<file path="src/pfs_pkg.sv">
// Package with constants and types for the PID feedback supervisor and dwell block.
package pfs_pkg;

  // Loss mode encodings.
  localparam logic [1:0] PFS_LOSS_OFF  = 2'h0;
  localparam logic [1:0] PFS_LOSS_WARN = 2'h1;
  localparam logic [1:0] PFS_LOSS_TRIP = 2'h2;

  // Programmable input function codes.
  localparam logic [5:0] PFS_FN_PID_OFF   = 6'h13;
  localparam logic [5:0] PFS_FN_INT_RESET = 6'h1e;
  localparam logic [5:0] PFS_FN_INT_HOLD  = 6'h1f;
  // Programmable output function code for the feedback loss alarm.
  localparam logic [5:0] PFS_FN_FB_ALARM  = 6'h0a;

  // Number of programmable inputs and outputs.
  localparam int PFS_NUM_IN  = 6;
  localparam int PFS_NUM_OUT = 3;

  // Setting limits and reset values.
  localparam logic [6:0]  PFS_LVL_MAX       = 7'h64;   // 100 percent.
  localparam logic [6:0]  PFS_LVL_RESET     = 7'h00;
  localparam logic [7:0]  PFS_LTIME_RESET   = 8'h0a;   // 1.0 s in tenths.
  localparam logic [12:0] PFS_DFREQ_MAX     = 13'hfa0; // 400.0 Hz in tenths.
  localparam logic [6:0]  PFS_DTIME_MAX     = 7'h64;   // 10.0 s in tenths.

  // Timing: one tick per tenth of a second at 125 MHz.
  localparam int          PFS_CLK_HZ        = 125000000;
  localparam int          PFS_TICK_MS       = 100;
  localparam int          PFS_TICK_CYC      = PFS_CLK_HZ / 1000 * PFS_TICK_MS;

  // Dwell sequencer states.
  typedef enum logic [2:0] {
    PFS_ST_IDLE       = 3'b000,
    PFS_ST_START_DWELL = 3'b001,
    PFS_ST_RUN        = 3'b010,
    PFS_ST_STOP_DWELL = 3'b011,
    PFS_ST_TRIPPED    = 3'b100
  } pfs_state_t;

endpackage : pfs_pkg

</file>
<file path="src/pfs_tick_div.sv">
// Divider that makes the one-cycle tenth-of-a-second tick.
`timescale 1ns/100ps
module pfs_tick_div
  import pfs_pkg::*;
#(
  parameter int TICK_CYC = PFS_TICK_CYC
) (
  // Clock and reset.
  input  wire logic sys_clk,
  input  wire logic rst_n,
  // Tick out.
  output logic      tick
);

  // Divider state held in one packed struct.
  typedef struct packed {
    logic [23:0] cnt;
    logic        tick;
  } pfs_div_t;

  pfs_div_t s_q;
  pfs_div_t s_d;

  // Count down and pulse once per period.
  always_comb begin
    s_d      = s_q;
    s_d.tick = 1'b0;
    if (s_q.cnt == 24'h0) begin
      s_d.cnt  = 24'(TICK_CYC - 1);
      s_d.tick = 1'b1;
    end else begin
      s_d.cnt = s_q.cnt - 24'h1;
    end
  end

  // Register the divider.
  always_ff @(posedge sys_clk or negedge rst_n) begin
    if (!rst_n) begin
      s_q <= '0;
    end else begin
      s_q <= s_d;
    end
  end

  assign tick = s_q.tick;

endmodule : pfs_tick_div

</file>
<file path="src/pfs_persist.sv">
// Persistence timer that qualifies a condition for a number of ticks.
`timescale 1ns/100ps
module pfs_persist (
  // Clock and reset.
  input  wire logic       sys_clk,
  input  wire logic       rst_n,
  // Condition and timing.
  input  wire logic       cond,
  input  wire logic       tick,
  input  wire logic [7:0] limit,
  // Qualified result.
  output logic            hit
);

  // Timer state held in one packed struct.
  typedef struct packed {
    logic [7:0] cnt;
    logic       hit;
  } pfs_per_t;

  pfs_per_t s_q;
  pfs_per_t s_d;

  // Restart when the condition drops; declare once the count reaches the limit.
  always_comb begin
    s_d = s_q;
    if (!cond) begin
      s_d.cnt = 8'h00;
      s_d.hit = 1'b0;
    end else if (s_q.cnt >= limit) begin
      s_d.hit = 1'b1;
    end else if (tick) begin
      s_d.cnt = s_q.cnt + 8'h01;
    end
  end

  // Register the timer.
  always_ff @(posedge sys_clk or negedge rst_n) begin
    if (!rst_n) begin
      s_q <= '0;
    end else begin
      s_q <= s_d;
    end
  end

  assign hit = s_q.hit;

endmodule : pfs_persist

</file>
<file path="src/pfs_supervisor.sv">
// Top of the PID feedback supervisor with mode inputs and dwell sequencer.
//
// What this block does
// - Mode 0 disables all feedback loss detection.
// - Mode 1 keeps running and raises warning.
// - Mode 2 trips and shuts drive output off.
// - Loss needs feedback below level for time.
// - Outputs coded 10 show alarm in warning.
// - Fault contact turns on in protective mode.
// - Loss level 0 to 100 percent, default 0.
// - Loss time 0.0 to 25.5 s, default 1.0.
// - Input coded 19 bypasses PID control.
// - Input coded 30 clears and stops integration.
// - Input coded 31 freezes the integral value.
// - Derivative time zero removes derivative term.
// - Hold dwell frequency for dwell time at start/stop.
// - Dwell settings ignored while the motor runs.
//
// All times count tenth-second ticks from one shared divider, so each may end up
// to one tick early; settings above their range are clamped rather than refused, except mode 3, which is taken as off.
`timescale 1ns/100ps
module pfs_supervisor
  import pfs_pkg::*;
#(
  parameter int TICK_CYC = PFS_TICK_CYC
) (
  // Clock and reset.
  input  wire logic        sys_clk,
  input  wire logic        rst_n,
  // Feedback loss configuration.
  input  wire logic [1:0]  fb_loss_mode_sel,
  input  wire logic [6:0]  fb_loss_level,
  input  wire logic [7:0]  fb_loss_time,
  input  wire logic        cfg_load,
  // Feedback sample in percent of the maximum-frequency feedback value.
  input  wire logic [6:0]  fb_value,
  // PID configuration.
  input  wire logic [2:0]  pid_mode_sel,
  input  wire logic [11:0] pid_deriv_time,
  // Programmable inputs and their function codes.
  input  wire logic [5:0]  prog_in,
  input  wire logic [35:0] prog_input_func,
  // Programmable output function codes.
  input  wire logic [17:0] prog_output_func,
  // Run control and frequency path.
  input  wire logic        run_cmd,
  input  wire logic        fault_reset,
  input  wire logic [12:0] freq_ref,
  input  wire logic [12:0] dwell_start_freq,
  input  wire logic [6:0]  dwell_start_time,
  input  wire logic [12:0] dwell_stop_freq,
  input  wire logic [6:0]  dwell_stop_time,
  input  wire logic        dwell_load,
  // Frequency and PID control outputs.
  output logic [12:0]      freq_out,
  output logic             freq_hold,
  output logic             drive_enable,
  output logic             motor_running,
  output logic             pid_active,
  output logic             pid_int_clear,
  output logic             pid_int_freeze,
  output logic             pid_deriv_enable,
  // Status outputs.
  output logic             fb_loss_warn,
  output logic             fault_contact,
  output logic [2:0]       prog_out,
  output logic             dwell_load_rejected
);

  // Block state, apart from the divider and the persistence timer, in one packed struct. Settings, the sequencer state and every
  // registered output live here, so a single always_ff covers the rest of the block.
  typedef struct packed {
    pfs_state_t  st;
    logic [1:0]  mode;
    logic [6:0]  lvl;
    logic [7:0]  ltime;
    logic [12:0] d_start_f;
    logic [6:0]  d_start_t;
    logic [12:0] d_stop_f;
    logic [6:0]  d_stop_t;
    logic [6:0]  dcnt;
    logic [12:0] fout;
    logic        hold;
    logic        drv;
    logic        pid_on;
    logic        iclr;
    logic        ifrz;
    logic        den;
    logic        warn;
    logic        fault;
    logic [2:0]  pout;
    logic        rej;
  } pfs_top_t;

  // Present state and its next value.
  pfs_top_t s_q;
  pfs_top_t s_d;

  // Tenth-of-a-second tick.
  logic tick;
  // Persistence result for the low-feedback condition.
  logic loss_hit;
  // Raw low-feedback comparison, gated off in mode 0.
  logic below_lvl;
  // Decoded programmable input functions.
  logic [PFS_NUM_IN-1:0] in_pid_off;
  logic [PFS_NUM_IN-1:0] in_int_rst;
  logic [PFS_NUM_IN-1:0] in_int_hld;
  // Per-output alarm assignment.
  logic [PFS_NUM_OUT-1:0] out_is_alarm;

  // One divider serves both the loss timer and the dwell counter, so their
  // time bases can never drift apart.
  pfs_tick_div #(
    .TICK_CYC (TICK_CYC)
  ) u_div (
    .sys_clk (sys_clk),
    .rst_n   (rst_n),
    .tick    (tick)
  );

  // Detection is off entirely in mode 0 so no timer runs there.
  assign below_lvl = (s_q.mode != PFS_LOSS_OFF) && (fb_value < s_q.lvl);

  // The persistence timer counts ticks while the feedback stays low. Its first
  // tick lands anywhere in a tenth, so detection may come up to one tick early.
  pfs_persist u_persist (
    .sys_clk (sys_clk),
    .rst_n   (rst_n),
    .cond    (below_lvl),
    .tick    (tick),
    .limit   (s_q.ltime),
    .hit     (loss_hit)
  );

  // Decode each programmable input and output against its function code.
  // The decode is purely combinational; the results are registered with the
  // rest of the state, so every PID qualifier lags its contact by one cycle.
  genvar gi;
  generate
    for (gi = 0; gi < PFS_NUM_IN; gi++) begin : g_in
      assign in_pid_off[gi] = prog_in[gi] && (prog_input_func[gi*6 +: 6] == PFS_FN_PID_OFF);
      assign in_int_rst[gi] = prog_in[gi] && (prog_input_func[gi*6 +: 6] == PFS_FN_INT_RESET);
      assign in_int_hld[gi] = prog_in[gi] && (prog_input_func[gi*6 +: 6] == PFS_FN_INT_HOLD);
    end
    // Outputs coded for the alarm follow the warning; all others stay low.
    for (gi = 0; gi < PFS_NUM_OUT; gi++) begin : g_out
      assign out_is_alarm[gi] = (prog_output_func[gi*6 +: 6] == PFS_FN_FB_ALARM);
    end
  endgenerate

  // Next-state logic for settings, status and the dwell sequencer.
  always_comb begin
    s_d     = s_q;
    // The refusal flag is a one-cycle pulse, so it starts low every cycle.
    s_d.rej = 1'b0;

    // Loss settings load with clamping to their allowed ranges.
    // Mode 3 is not defined and is taken as off, so a bad setting never trips.
    if (cfg_load) begin
      s_d.mode  = (fb_loss_mode_sel > PFS_LOSS_TRIP) ? PFS_LOSS_OFF : fb_loss_mode_sel;
      s_d.lvl   = (fb_loss_level > PFS_LVL_MAX) ? PFS_LVL_MAX : fb_loss_level;
      // Loss time needs no clamp: its eight bits already cover 0.0 to 25.5 s.
      s_d.ltime = fb_loss_time;
    end

    // Dwell settings only change while stopped; a write during running is refused.
    // Holding them while running keeps a dwell in progress from changing under way.
    if (dwell_load) begin
      if (s_q.st == PFS_ST_IDLE) begin
        s_d.d_start_f = (dwell_start_freq > PFS_DFREQ_MAX) ? PFS_DFREQ_MAX : dwell_start_freq;
        s_d.d_start_t = (dwell_start_time > PFS_DTIME_MAX) ? PFS_DTIME_MAX : dwell_start_time;
        s_d.d_stop_f  = (dwell_stop_freq > PFS_DFREQ_MAX) ? PFS_DFREQ_MAX : dwell_stop_freq;
        s_d.d_stop_t  = (dwell_stop_time > PFS_DTIME_MAX) ? PFS_DTIME_MAX : dwell_stop_time;
      end else begin
        // Refused: the pulse tells the operator that the load was dropped.
        s_d.rej = 1'b1;
      end
    end

    // Warning level follows the qualified loss in mode 1 only.
    // Warning and alarm outputs fall again as soon as the feedback recovers.
    s_d.warn = loss_hit && (s_q.mode == PFS_LOSS_WARN);
    s_d.pout = out_is_alarm & {PFS_NUM_OUT{s_d.warn}};

    // PID qualifiers: bypass, integral clear wins over hold.
    // Clear beats hold, so an integral that is being reset is never also frozen.
    s_d.pid_on = (pid_mode_sel != 3'h0) && !(|in_pid_off);
    s_d.iclr   = |in_int_rst;
    s_d.ifrz   = (|in_int_hld) && !(|in_int_rst);
    s_d.den    = (pid_deriv_time != 12'h000);

    // Dwell counter advances on ticks.
    // It stops at zero; the state machine below reloads it on entry to a dwell.
    if (tick && s_q.dcnt != 7'h00) begin
      s_d.dcnt = s_q.dcnt - 7'h01;
    end

    case (s_q.st)
      PFS_ST_IDLE: begin
        // Stopped: output off; a run command starts the start dwell.
        s_d.drv  = 1'b0;
        s_d.hold = 1'b0;
        s_d.fout = 13'h0000;
        if (run_cmd) begin
          // Drive comes on with the dwell, so a hold is never seen with the drive off.
          s_d.st   = PFS_ST_START_DWELL;
          s_d.dcnt = s_q.d_start_t;
          s_d.drv  = 1'b1;
        end
      end
      PFS_ST_START_DWELL: begin
        // Hold the start frequency until the dwell time is spent.
        s_d.fout = s_q.d_start_f;
        s_d.hold = 1'b1;
        if (s_q.dcnt == 7'h00) begin
          // A dwell time of zero leaves this state after one cycle.
          s_d.st   = PFS_ST_RUN;
          s_d.hold = 1'b0;
        end
      end
      PFS_ST_RUN: begin
        // Follow the reference with one cycle of latency.
        s_d.fout = freq_ref;
        s_d.hold = 1'b0;
        if (!run_cmd) begin
          // Removing the run command begins the stop dwell.
          s_d.st   = PFS_ST_STOP_DWELL;
          s_d.dcnt = s_q.d_stop_t;
        end
      end
      PFS_ST_STOP_DWELL: begin
        // Hold the stop frequency, then release the output.
        s_d.fout = s_q.d_stop_f;
        s_d.hold = 1'b1;
        if (s_q.dcnt == 7'h00) begin
          // Stop dwell done: release the drive and return to stopped.
          s_d.st   = PFS_ST_IDLE;
          s_d.drv  = 1'b0;
          s_d.hold = 1'b0;
          s_d.fout = 13'h0000;
        end
      end
      PFS_ST_TRIPPED: begin
        // The output stays off until a fault reset with the run command removed.
        s_d.drv  = 1'b0;
        s_d.hold = 1'b0;
        s_d.fout = 13'h0000;
        // Leaving needs the loss gone too, or the fault would latch again at once.
        if (fault_reset && !run_cmd && !loss_hit) begin
          s_d.st    = PFS_ST_IDLE;
          s_d.fault = 1'b0;
        end
      end
      default: begin
        // An unused state code falls back to stopped.
        s_d.st = PFS_ST_IDLE;
      end
    endcase

    // Protective mode overrides every state: shut off and latch the fault contact.
    // It stands last so that it wins over every state transition above.
    if (loss_hit && s_q.mode == PFS_LOSS_TRIP && s_q.st != PFS_ST_TRIPPED) begin
      s_d.st    = PFS_ST_TRIPPED;
      s_d.drv   = 1'b0;
      s_d.hold  = 1'b0;
      s_d.fout  = 13'h0000;
      s_d.fault = 1'b1;
    end
  end

  // Register the whole state; loss time resets to 1.0 s, all else to zero.
  always_ff @(posedge sys_clk or negedge rst_n) begin
    if (!rst_n) begin
      // Every field to zero first, then the few with named reset values; only loss time is not zero.
      s_q       <= '0;
      s_q.st    <= PFS_ST_IDLE;
      s_q.lvl   <= PFS_LVL_RESET;
      s_q.ltime <= PFS_LTIME_RESET;
    end else begin
      // Take the next state as a whole.
      s_q <= s_d;
    end
  end

  // Outputs straight from the registered state.
  // Data outputs come from flip-flops, so they change only at clock edges; motor
  // running is decoded from the state register and adds no latency of its own.
  assign freq_out            = s_q.fout;
  assign freq_hold           = s_q.hold;
  assign drive_enable        = s_q.drv;
  assign motor_running       = (s_q.st != PFS_ST_IDLE) && (s_q.st != PFS_ST_TRIPPED);
  assign pid_active          = s_q.pid_on;
  assign pid_int_clear       = s_q.iclr;
  assign pid_int_freeze      = s_q.ifrz;
  assign pid_deriv_enable    = s_q.den;
  assign fb_loss_warn        = s_q.warn;
  assign fault_contact       = s_q.fault;
  assign prog_out            = s_q.pout;
  assign dwell_load_rejected = s_q.rej;

endmodule : pfs_supervisor

</file>
<file path="config.mk">
export PLATFORM = sky130hd
export DESIGN_NAME = pfs_supervisor
export DESIGN_NICKNAME = d
export VERILOG_FILES = /design/src/pfs_pkg.sv /design/src/pfs_tick_div.sv /design/src/pfs_persist.sv /design/src/pfs_supervisor.sv
export SDC_FILE = /design/constraint.sdc
export NUM_CORES = 1
export LEC_CHECK = 0
export BUFFER_PORTS_ARGS = -buffer_cell sky130_fd_sc_hd__buf_2
export CAP_MARGIN = 20
export CORE_MARGIN = 1.5
export CORE_UTILIZATION = 44
export DETAILED_ROUTE_END_ITERATION = 6
export HOLD_SLACK_MARGIN = 0.02
export PLACE_DENSITY = 0.69
export SLEW_MARGIN = 20
export SYNTH_ARGS = -nofsm -noshare
export SYNTH_HDL_FRONTEND = slang
export SYNTH_HIERARCHICAL = 1
export SYNTH_SLANG_ARGS = --single-unit
</file>
<file path="constraint.sdc">
create_clock -name sys_clk -period 5.4 [get_ports sys_clk]
set_input_delay 0.54 -clock sys_clk [delete_from_list [all_inputs] [get_ports sys_clk]]
set_output_delay 0.54 -clock sys_clk [all_outputs]
set_load 0.05 [all_outputs]
</file>
==> impl_metrics.toml, run 1 <==
[synth]
synth_fp_nets = 882
syn_area_um2 = 6750
ys.warnings.count = 6
syn_avg_cell_area_um2 = 9.58
synth_seq_area_share_pct = 46.7
postSynthCellCount = 705
synth_edf_count = 0
synth.distinct_cells = 80
synth_ff_type = "dfrtp_1"
synthArstFlopShare_pct = 100
ys_ff_latch = 126

[die]
initial_core_util_pct = 44.7
die_h_um = 127
io_pins = 184
rows = 45
core_area_um2 = 15100
fp.dieArea_um2 = 16100
dieWidth_um = 127

[critical_path]
cp.required_ns = 4.86
endpoint_kind = "output pin"
worstSetupPathType = "reg2out"
cp.arrival_ns = 1.98
startpoint_type = "flop"
timing.rr.start = "s_q[73]$_DFFE_PN1P_"
startpoint = "s_q[90]$_DFFE_PN0P_"
critPathMaxFanout = 28

[cells_and_area]
fillCellCount = 1374
final_net_count = 1046
n_antenna_cell = 0
postLayoutCoreUtil_pct = 55.0
drive_gt1_share_pct = 29.3
instances_no_fill = 1070
stdcell_area_um2 = 8310
area_delta_synth_final_pct = 23.0

[power]
p_leak_nw = 3.84
comb_power_share_pct = 24.5
max-vdd-ir-drop_uv = 233
intPower_mw = 2.20
pwr-share-seq_pct = 40.6
cellPowerDensity_nw_per_um2 = 393
switching_power_mw = 1.07
swShare_pct = 32.7
p_total_mw = 3.26
clkPwrFrac_pct = 35.0

[placement]
placed_cell_area_um2 = 7710
placedCellCount = 1038
dp_hpwl_mm = 11.2
gp_congestion = 0.794
io_buffers = 183

[routing]
post-route-drc-count = 0
routed_wirelength_mm = 15.2
drt-initial-drc-count = 372
dr.pass1.iters = 4
wl_per_cell_um = 14.2
vias = 5833
viasPerCell = 5.45
ant_nets = 0

[clock_network]
htree_levels = 4
post_cts_buffers = 0
clockRootBuffer = "clkbuf_16"
clock_sinks = 126
clk_path_buf_depth = 2
clk_latency_ns = 0.41
path_clk_slew_ns = 0.06
holdBufCountCts = 0
cts_tree = "built"
numCtsBuffers = 17
ctsResizeCount = 0

[outcome]
status = "completed"

[sta]
finalSetupTns_ns = 0
tightest_slew_ns = 0.862
drv_slew = 0
finalCritPeriodShare_pct = 46.7
finalHoldViolCount = 0
relSlewSlack_pct = 42.5
fmax_mhz = 396
clock-skew-final_ns = 0.00966
setup_viol = 0
rsz0062_at_grt = "false"
min_period_ns = 2.52

[grt]
track_usage_pct = 19.6
grt_pass1_wl_mm = 25.5
grt_pass1_vias = 5574
overflow = 0
grt_max_degree = 71
antenna_found_initial = 0

[run]
cap_violations = 0

[hold_path]
hold_path.class = "in2async"
## registers in the layout, indices dropped and copies added (netlist names), 3 cells and up
signal and cells:
prog_out 3, freq_out 13, u_persist/s_q 8, s_q 67
u_div/s_q 24
## synth_stat cells, types with 5 or more instances
master / count / area, um2
dfrtp_1: 124 / 3100
o22ai_1: 8 / 50.1
mux2_2: 9 / 101
nand4_1: 5 / 31.3
inv_1: 37 / 139
a21oi_1: 42 / 210
nor4_1: 13 / 81.3
nand3_1: 25 / 125
clkbuf_1: 18 / 67.6
o41ai_1: 13 / 114
o21ai_0: 29 / 145
o21a_1: 6 / 45.0
nor2_1: 52 / 195
a32o_1: 12 / 120
nor3_1: 31 / 155
buf_4: 17 / 128
nand4b_1: 6 / 52.6
nand2_1: 92 / 345
a211oi_1: 10 / 75.1
ha_1: 19 / 238
xor2_1: 9 / 78.8
nand3b_1: 8 / 60.1
or4_1: 5 / 37.5
## placed cells by master, fill, tap and decap left out, types with 4 or more instances in the layout
cell,instances
o21a_1,6
dfrtp_1,124
nand4_1,5
or4_1,5
a21oi_1,42
buf_2,182
buf_4,6
inv_1,37
xor2_1,9
a211oi_1,9
clkinv_2,4
o21ai_0,29
a22o_1,4
nand2b_1,4
nand3b_1,8
or2_2,4
clkbuf_16,17
and2_1,4
o31ai_1,4
nand2_1,92
nor3_1,31
nor2_1,52
o41ai_1,13
nand4b_1,6
clkinvlp_4,6
and3_1,4
mux2_2,9
ha_1,19
a32o_1,12
nor4_1,13
nand3_1,25
o22ai_1,8
## layer usage
| layer | up-vias | wire length (um) | global-route usage (%) |
|---|---|---|---|
| li1 | 2904 | - | - |
| met1 | 2722 | 6870 | 24.9 |
| met2 | 190 | 7140 | 32.7 |
| met3 | 17 | 1020 | 4.39 |
| met4 | 0 | 183 | 7.62 |
| met5 | - | 0 | 0 |
## worst max-delay path, stage by stage, from the launching register on
cell and delay [ns]:
dfrtp_1 0.62, buf_4 0.37, nor2_1 0.13, inv_1 0.16, buf_2 0.29
## area by class of cell
type	instances	area [um2]	share of cell area, %
clock inverter	15	173	2.08
sequential	126	3160	38.0
multi-input combinational	499	3220	38.8
tap	188	235	2.83
timing repair buffer	188	956	11.5
clock buffer	17	425	5.12
inverter	37	139	1.67
## cell families after synthesis
group                    Yosys count  share of synthesized area (%)
AO/OA/AOI/OAI                    168                           17.8
adder cells (fa/ha/maj)           19                           3.52
flip-flops                       126                           46.7
multiplexers                      11                           1.87
XOR/XNOR                          12                           1.56
AND/OR/NAND/NOR                  289                           22.9
buffers and inverters             80                           5.60
## power groups by stage
stage          Combinational (mW)  Sequential [mW]  Clock, mW
2_1_floorplan               0.638             1.32          0
5_1_grt                     0.879             1.35       1.21
3_5_place_dp                0.806             1.33          0
3_3_place_gp                0.788             1.33          0
4_1_cts                     0.807             1.32       1.17
6_report                    0.798             1.32       1.14
## stage by stage
step                setup WS (ns)  hold WS (ns)
floorplan                    3.19         0.244
global placement             2.85         0.450
detailed placement           3.04         0.456
CTS                          2.86         0.255
global route                 2.76         0.261
finish                       2.88         0.239
## worst paths after layout
check	end	slack [ns]	cells after the start
max	motor_running	2.88	4
min	freq_out[7]$_DFFE_PN0P_	0.24	1
max reg2reg	u_persist/s_q[6]$_DFFE_PN0P_	3.04	7
min reg2reg	freq_out[3]$_DFFE_PN0P_	0.46	2
max in group asynchronous	s_q[47]$_DFFE_PN0P_	3.88	2
min in group sys_clk	prog_out[0]$_DFF_PN0_	0.28	2
No activity file was read; power rests on OpenSTA's default activity.
==> run 2, diff against run 1 <==
clock period = 2.4 ns   (was 5.4 ns; I/O delays follow)
==> impl_metrics.toml, run 2 (synthesis results as in run 1) <==
[cells_and_area]
n_antenna_cell = 0
layout_common_cells = "182 x buf_2, 124 x dfrtp_1, 92 x nand2_1"
fillCellCount = 1354
drive_gt1_share_pct = 29.6
register_area_um2 = 3160
multi_input_area_um2 = 3220
largest_reg_flops = 67
final_common_cell = "buf_2"
area_delta_synth_final_pct = 26.4
final_net_count = 1071
largest_register = "s_q"

[hold_path]
hold_path.class = "in2reg"

[clock_network]
clockRootBuffer = "clkbuf_16"
path_clk_slew_ns = 0.05
post_cts_buffers = 0
clk_latency_ns = 0.42
numCtsBuffers = 17
htree_levels = 4
cts_tree = "built"
clk_path_buf_depth = 2
clock_sinks = 126

[run]
cap_violations = 0

[placement]
dp_slack_ns = 0.0737
dp_hpwl_mm = 11.7
gp_congestion = 0.862
io_buffers = 183

[routing]
routed_wirelength_mm = 16.0
ant_nets = 0
drt-initial-drc-count = 337
post-route-drc-count = 0
wl_per_cell_um = 14.6
vias = 6024
viasPerCell = 5.51
dr.pass1.iters = 5

[sta]
finalHoldViolCount = 0
min_period_ns = 2.26
clock-skew-final_ns = 0.00700
finalCritPeriodShare_pct = 94.3
rsz0062_at_grt = "false"
drv_slew = 0
relSlewSlack_pct = 55.6
finalSetupTns_ns = 0
setup_viol = 0
fmax_mhz = 442
setup_ws_ns = 0.136
tightest_slew_ns = 0.665

[critical_path]
critPathMaxFanout = 6
worstSetupPathType = "reg2reg"
cp.required_ns = 2.75
cp.arrival_ns = 2.61
endpoint_kind = "flop"
startpoint_type = "flop"

[die]
fp.dieArea_um2 = 16100
die_h_um = 127
initial_core_util_pct = 44.7
io_pins = 184
dieWidth_um = 127
rows = 45
core_area_um2 = 15100

[power]
p_total_mw = 7.41
max-vdd-ir-drop_uv = 595
p_leak_nw = 4.00
cellPowerDensity_nw_per_um2 = 868

[outcome]
status = "completed"

[grt]
use_met2_pct = 35.0
grt_use_met3_pct = 4.81
busiest_layer = "met2"
track_usage_pct = 20.8
grt_pass1_vias = 5884
grt_max_degree = 116
use_met1_pct = 25.9
overflow = 0
grt_pass1_wl_mm = 27.0
antenna_found_initial = 0
==> run 2: worst max-delay path, cell delays in order (launching register included) <==
cell	delay (ns)
dfstp_2	0.52
inv_1	0.04
ha_1	0.17
or4_4	0.54
a21oi_4	0.18
nor3_2	0.10
or4_1	0.52
a21boi_1	0.13
==> run 2: final timing paths <==
check                                   startpoint                      endpoint  slack, ns  cells past startpoint
min                             dwell_stop_time[6]           s_q[38]$_DFFE_PN0P_       0.04                      3
min reg2reg                freq_out[0]$_DFFE_PN0P_       freq_out[0]$_DFFE_PN0P_       0.46                      2
max reg2reg                    s_q[73]$_DFFE_PN1P_  u_persist/s_q[3]$_DFFE_PN0P_       0.14                      7
max in group asynchronous                    rst_n           s_q[81]$_DFFE_PN0P_       1.35                      3
max                            s_q[73]$_DFFE_PN1P_  u_persist/s_q[3]$_DFFE_PN0P_       0.14                      7
min in group asynchronous                    rst_n      freq_out[10]$_DFFE_PN0P_       0.21                      2
==> run 2: routing by layer <==
layer / vias up / wire [um] / share of wire [%]
li1: 2949 / - / -
met1: 2853 / 7080 / 44
met2: 193 / 7680 / 48
met3: 29 / 905 / 5.7
met4: 0 / 341 / 2.1
met5: - / 0 / 0
==> run 2: per-stage QoR <==
step	instance area (um2)	cells	utilization (%)	hold WS, ns
2_1_floorplan	6750	705	-	-0.0556
3_3_place_gp	7820	1052	51.8	0.0932
3_5_place_dp	7820	1052	51.8	0.0946
4_1_cts	8530	1093	56.5	0.0232
5_1_grt	8530	1093	56.6	0.0433
6_report	8530	1093	56.6	0.0376
==> run 2: cell type report <==
type	count	share of cell area (%)
clock buffers	23	5.72
clock inverters	7	1.29
inverters	37	1.63
multi-input cells	499	37.8
flip-flops and latches	126	37.0
well taps	188	2.76
repair buffers	213	13.9
==> run 2: repair_timing <==
action / CTS / global route
setup endpoints to repair: 0 / 2
hold endpoints to repair: 17 / 0
resized for setup: 0 / 1
hold buffers: 11 / 0
==> run 2: power by group <==
group	internal, mW	switching [mW]	leakage, nW	total, mW
sequential	2.64	0.334	1.50	2.97
clock	1.72	0.870	0.299	2.59
combinational	0.722	1.12	2.20	1.85
==> run 3, diff against run 2 <==
CORE_ASPECT_RATIO = 2   (was not set)
==> impl_metrics.toml, run 3 (synthesis results as in run 1) <==
[outcome]
status = "completed"

[clock_network]
clockRootBuffer = "clkbuf_16"
cts_tree = "built"
clk_path_buf_depth = 2
clock_sinks = 126
clk_latency_ns = 0.42
numCtsBuffers = 17
htree_levels = 4
path_clk_slew_ns = 0.06

[die]
io_pins = 184
die_h_um = 178
fp.dieArea_um2 = 16100
rows = 63
core_area_um2 = 14900
dieWidth_um = 90.6
initial_core_util_pct = 45.3

[routing]
post-route-drc-count = 0
vias = 6158
ant_nets = 0
wl_per_cell_um = 15.8
dr.pass1.iters = 4
viasPerCell = 5.55
routed_wirelength_mm = 17.6
drt-initial-drc-count = 198

[power]
cellPowerDensity_nw_per_um2 = 889
p_leak_nw = 4.07
max-vdd-ir-drop_uv = 547

[sta]
setup_ws_ns = 0.123
finalCritPeriodShare_pct = 94.9
relSlewSlack_pct = 56.1
rsz0062_at_grt = "false"
tightest_slew_ns = 0.657
drv_slew = 0
fmax_mhz = 439
finalHoldViolCount = 0
setup_viol = 0
clock-skew-final_ns = 0.0120
min_period_ns = 2.28
finalSetupTns_ns = 0

[cells_and_area]
final_net_count = 1078
instances_no_fill = 1109
area_delta_synth_final_pct = 28.7
drive_gt1_share_pct = 31.0
fillCellCount = 1310
final_common_cell = "buf_2"
layout_common_cells = "182 x buf_2, 124 x dfrtp_1, 92 x nand2_1"
n_antenna_cell = 0
largest_register = "s_q"
largest_reg_flops = 67

[critical_path]
startpoint_type = "flop"
endpoint_kind = "flop"
cp.arrival_ns = 2.63
rrSetupSlack_ns = 0.12
critPathMaxFanout = 6
worstSetupPathType = "reg2reg"
cp.required_ns = 2.75

[placement]
placedCellCount = 1064
dp_slack_ns = 0.0675
io_buffers = 183
gp_congestion = 0.821
dp_hpwl_mm = 13.4

[run]
cap_violations = 0

[grt]
grt_max_degree = 58
use_met1_pct = 21.7
track_usage_pct = 22.7
grt_use_met3_pct = 5.12
grt_pass1_wl_mm = 28.9
busiest_layer = "met2"
antenna_found_initial = 0
use_met2_pct = 45.3
grt_pass1_vias = 6191
overflow = 0

[hold_path]
hold_path.class = "in2reg"
run 3: power breakdown:
group	switching, mW	internal (mW)
logic	1.14	0.730
clock network	0.920	1.94
registers	0.353	2.64
total	2.41	5.31
run 3: through the flow:
stage | utilization, % | instance area [um2] | power [mW] | hold WS (ns)
final | 58.3 | 8690 | 7.72 | 0.0373
after global routing | 58.3 | 8690 | 8.12 | 0.0447
after CTS | 58.0 | 8650 | 7.79 | 0.0222
after detailed placement | 52.9 | 7880 | 4.89 | 0.223
after global placement | 52.9 | 7880 | 4.84 | 0.219
after floorplan | - | 6750 | 4.40 | -0.0556
run 3: worst paths after layout:
path | from | to | depth (start not counted)
min in group asynchronous | rst_n | freq_out[7]$_DFFE_PN0P_ | 2
hold / removal | fb_loss_level[5] | s_q[85]$_DFFE_PN0P_ | 3
max in group asynchronous | rst_n | s_q[75]$_DFFE_PN1P_ | 3
hold reg to reg | s_q[55]$_DFFE_PN0P_ | s_q[55]$_DFFE_PN0P_ | 2
setup reg to reg | s_q[75]$_DFFE_PN1P_ | u_persist/s_q[3]$_DFFE_PN0P_ | 7
setup / recovery | s_q[75]$_DFFE_PN1P_ | u_persist/s_q[3]$_DFFE_PN0P_ | 7
run 3: per-layer routing:
layer,part of all wire (%),vias to the layer above,routed length [um]
li1,-,2961,-
met1,35,2975,6180
met4,2.6,0,452
met3,4.6,35,812
met2,58,187,10100
met5,0,-,0
run 3: repair_timing:
action,in CTS,in global routing
endpoints found under the setup margin,0,2
buffers inserted,0,3
resized for setup,0,5
endpoints found under the hold margin,35,0
hold buffers,10,0
run 3: worst max-delay path, stage by stage, from the launching register on:
cell and delay, ns:
dfstp_2 0.53, inv_1 0.04, ha_1 0.19, or4_4 0.50, a21oi_4 0.20, nor3_4 0.09
or4_1 0.53, a21boi_1 0.13
run 3: final cells by class:
cell class | instances | area (um2) | area share [%]
well taps | 195 | 244 | 2.81
multi-input cells | 499 | 3240 | 37.3
clock inverters | 11 | 185 | 2.13
clock buffers | 21 | 480 | 5.53
repair buffers | 220 | 1250 | 14.3
flip-flops and latches | 126 | 3160 | 36.3
inverters | 37 | 139 | 1.60
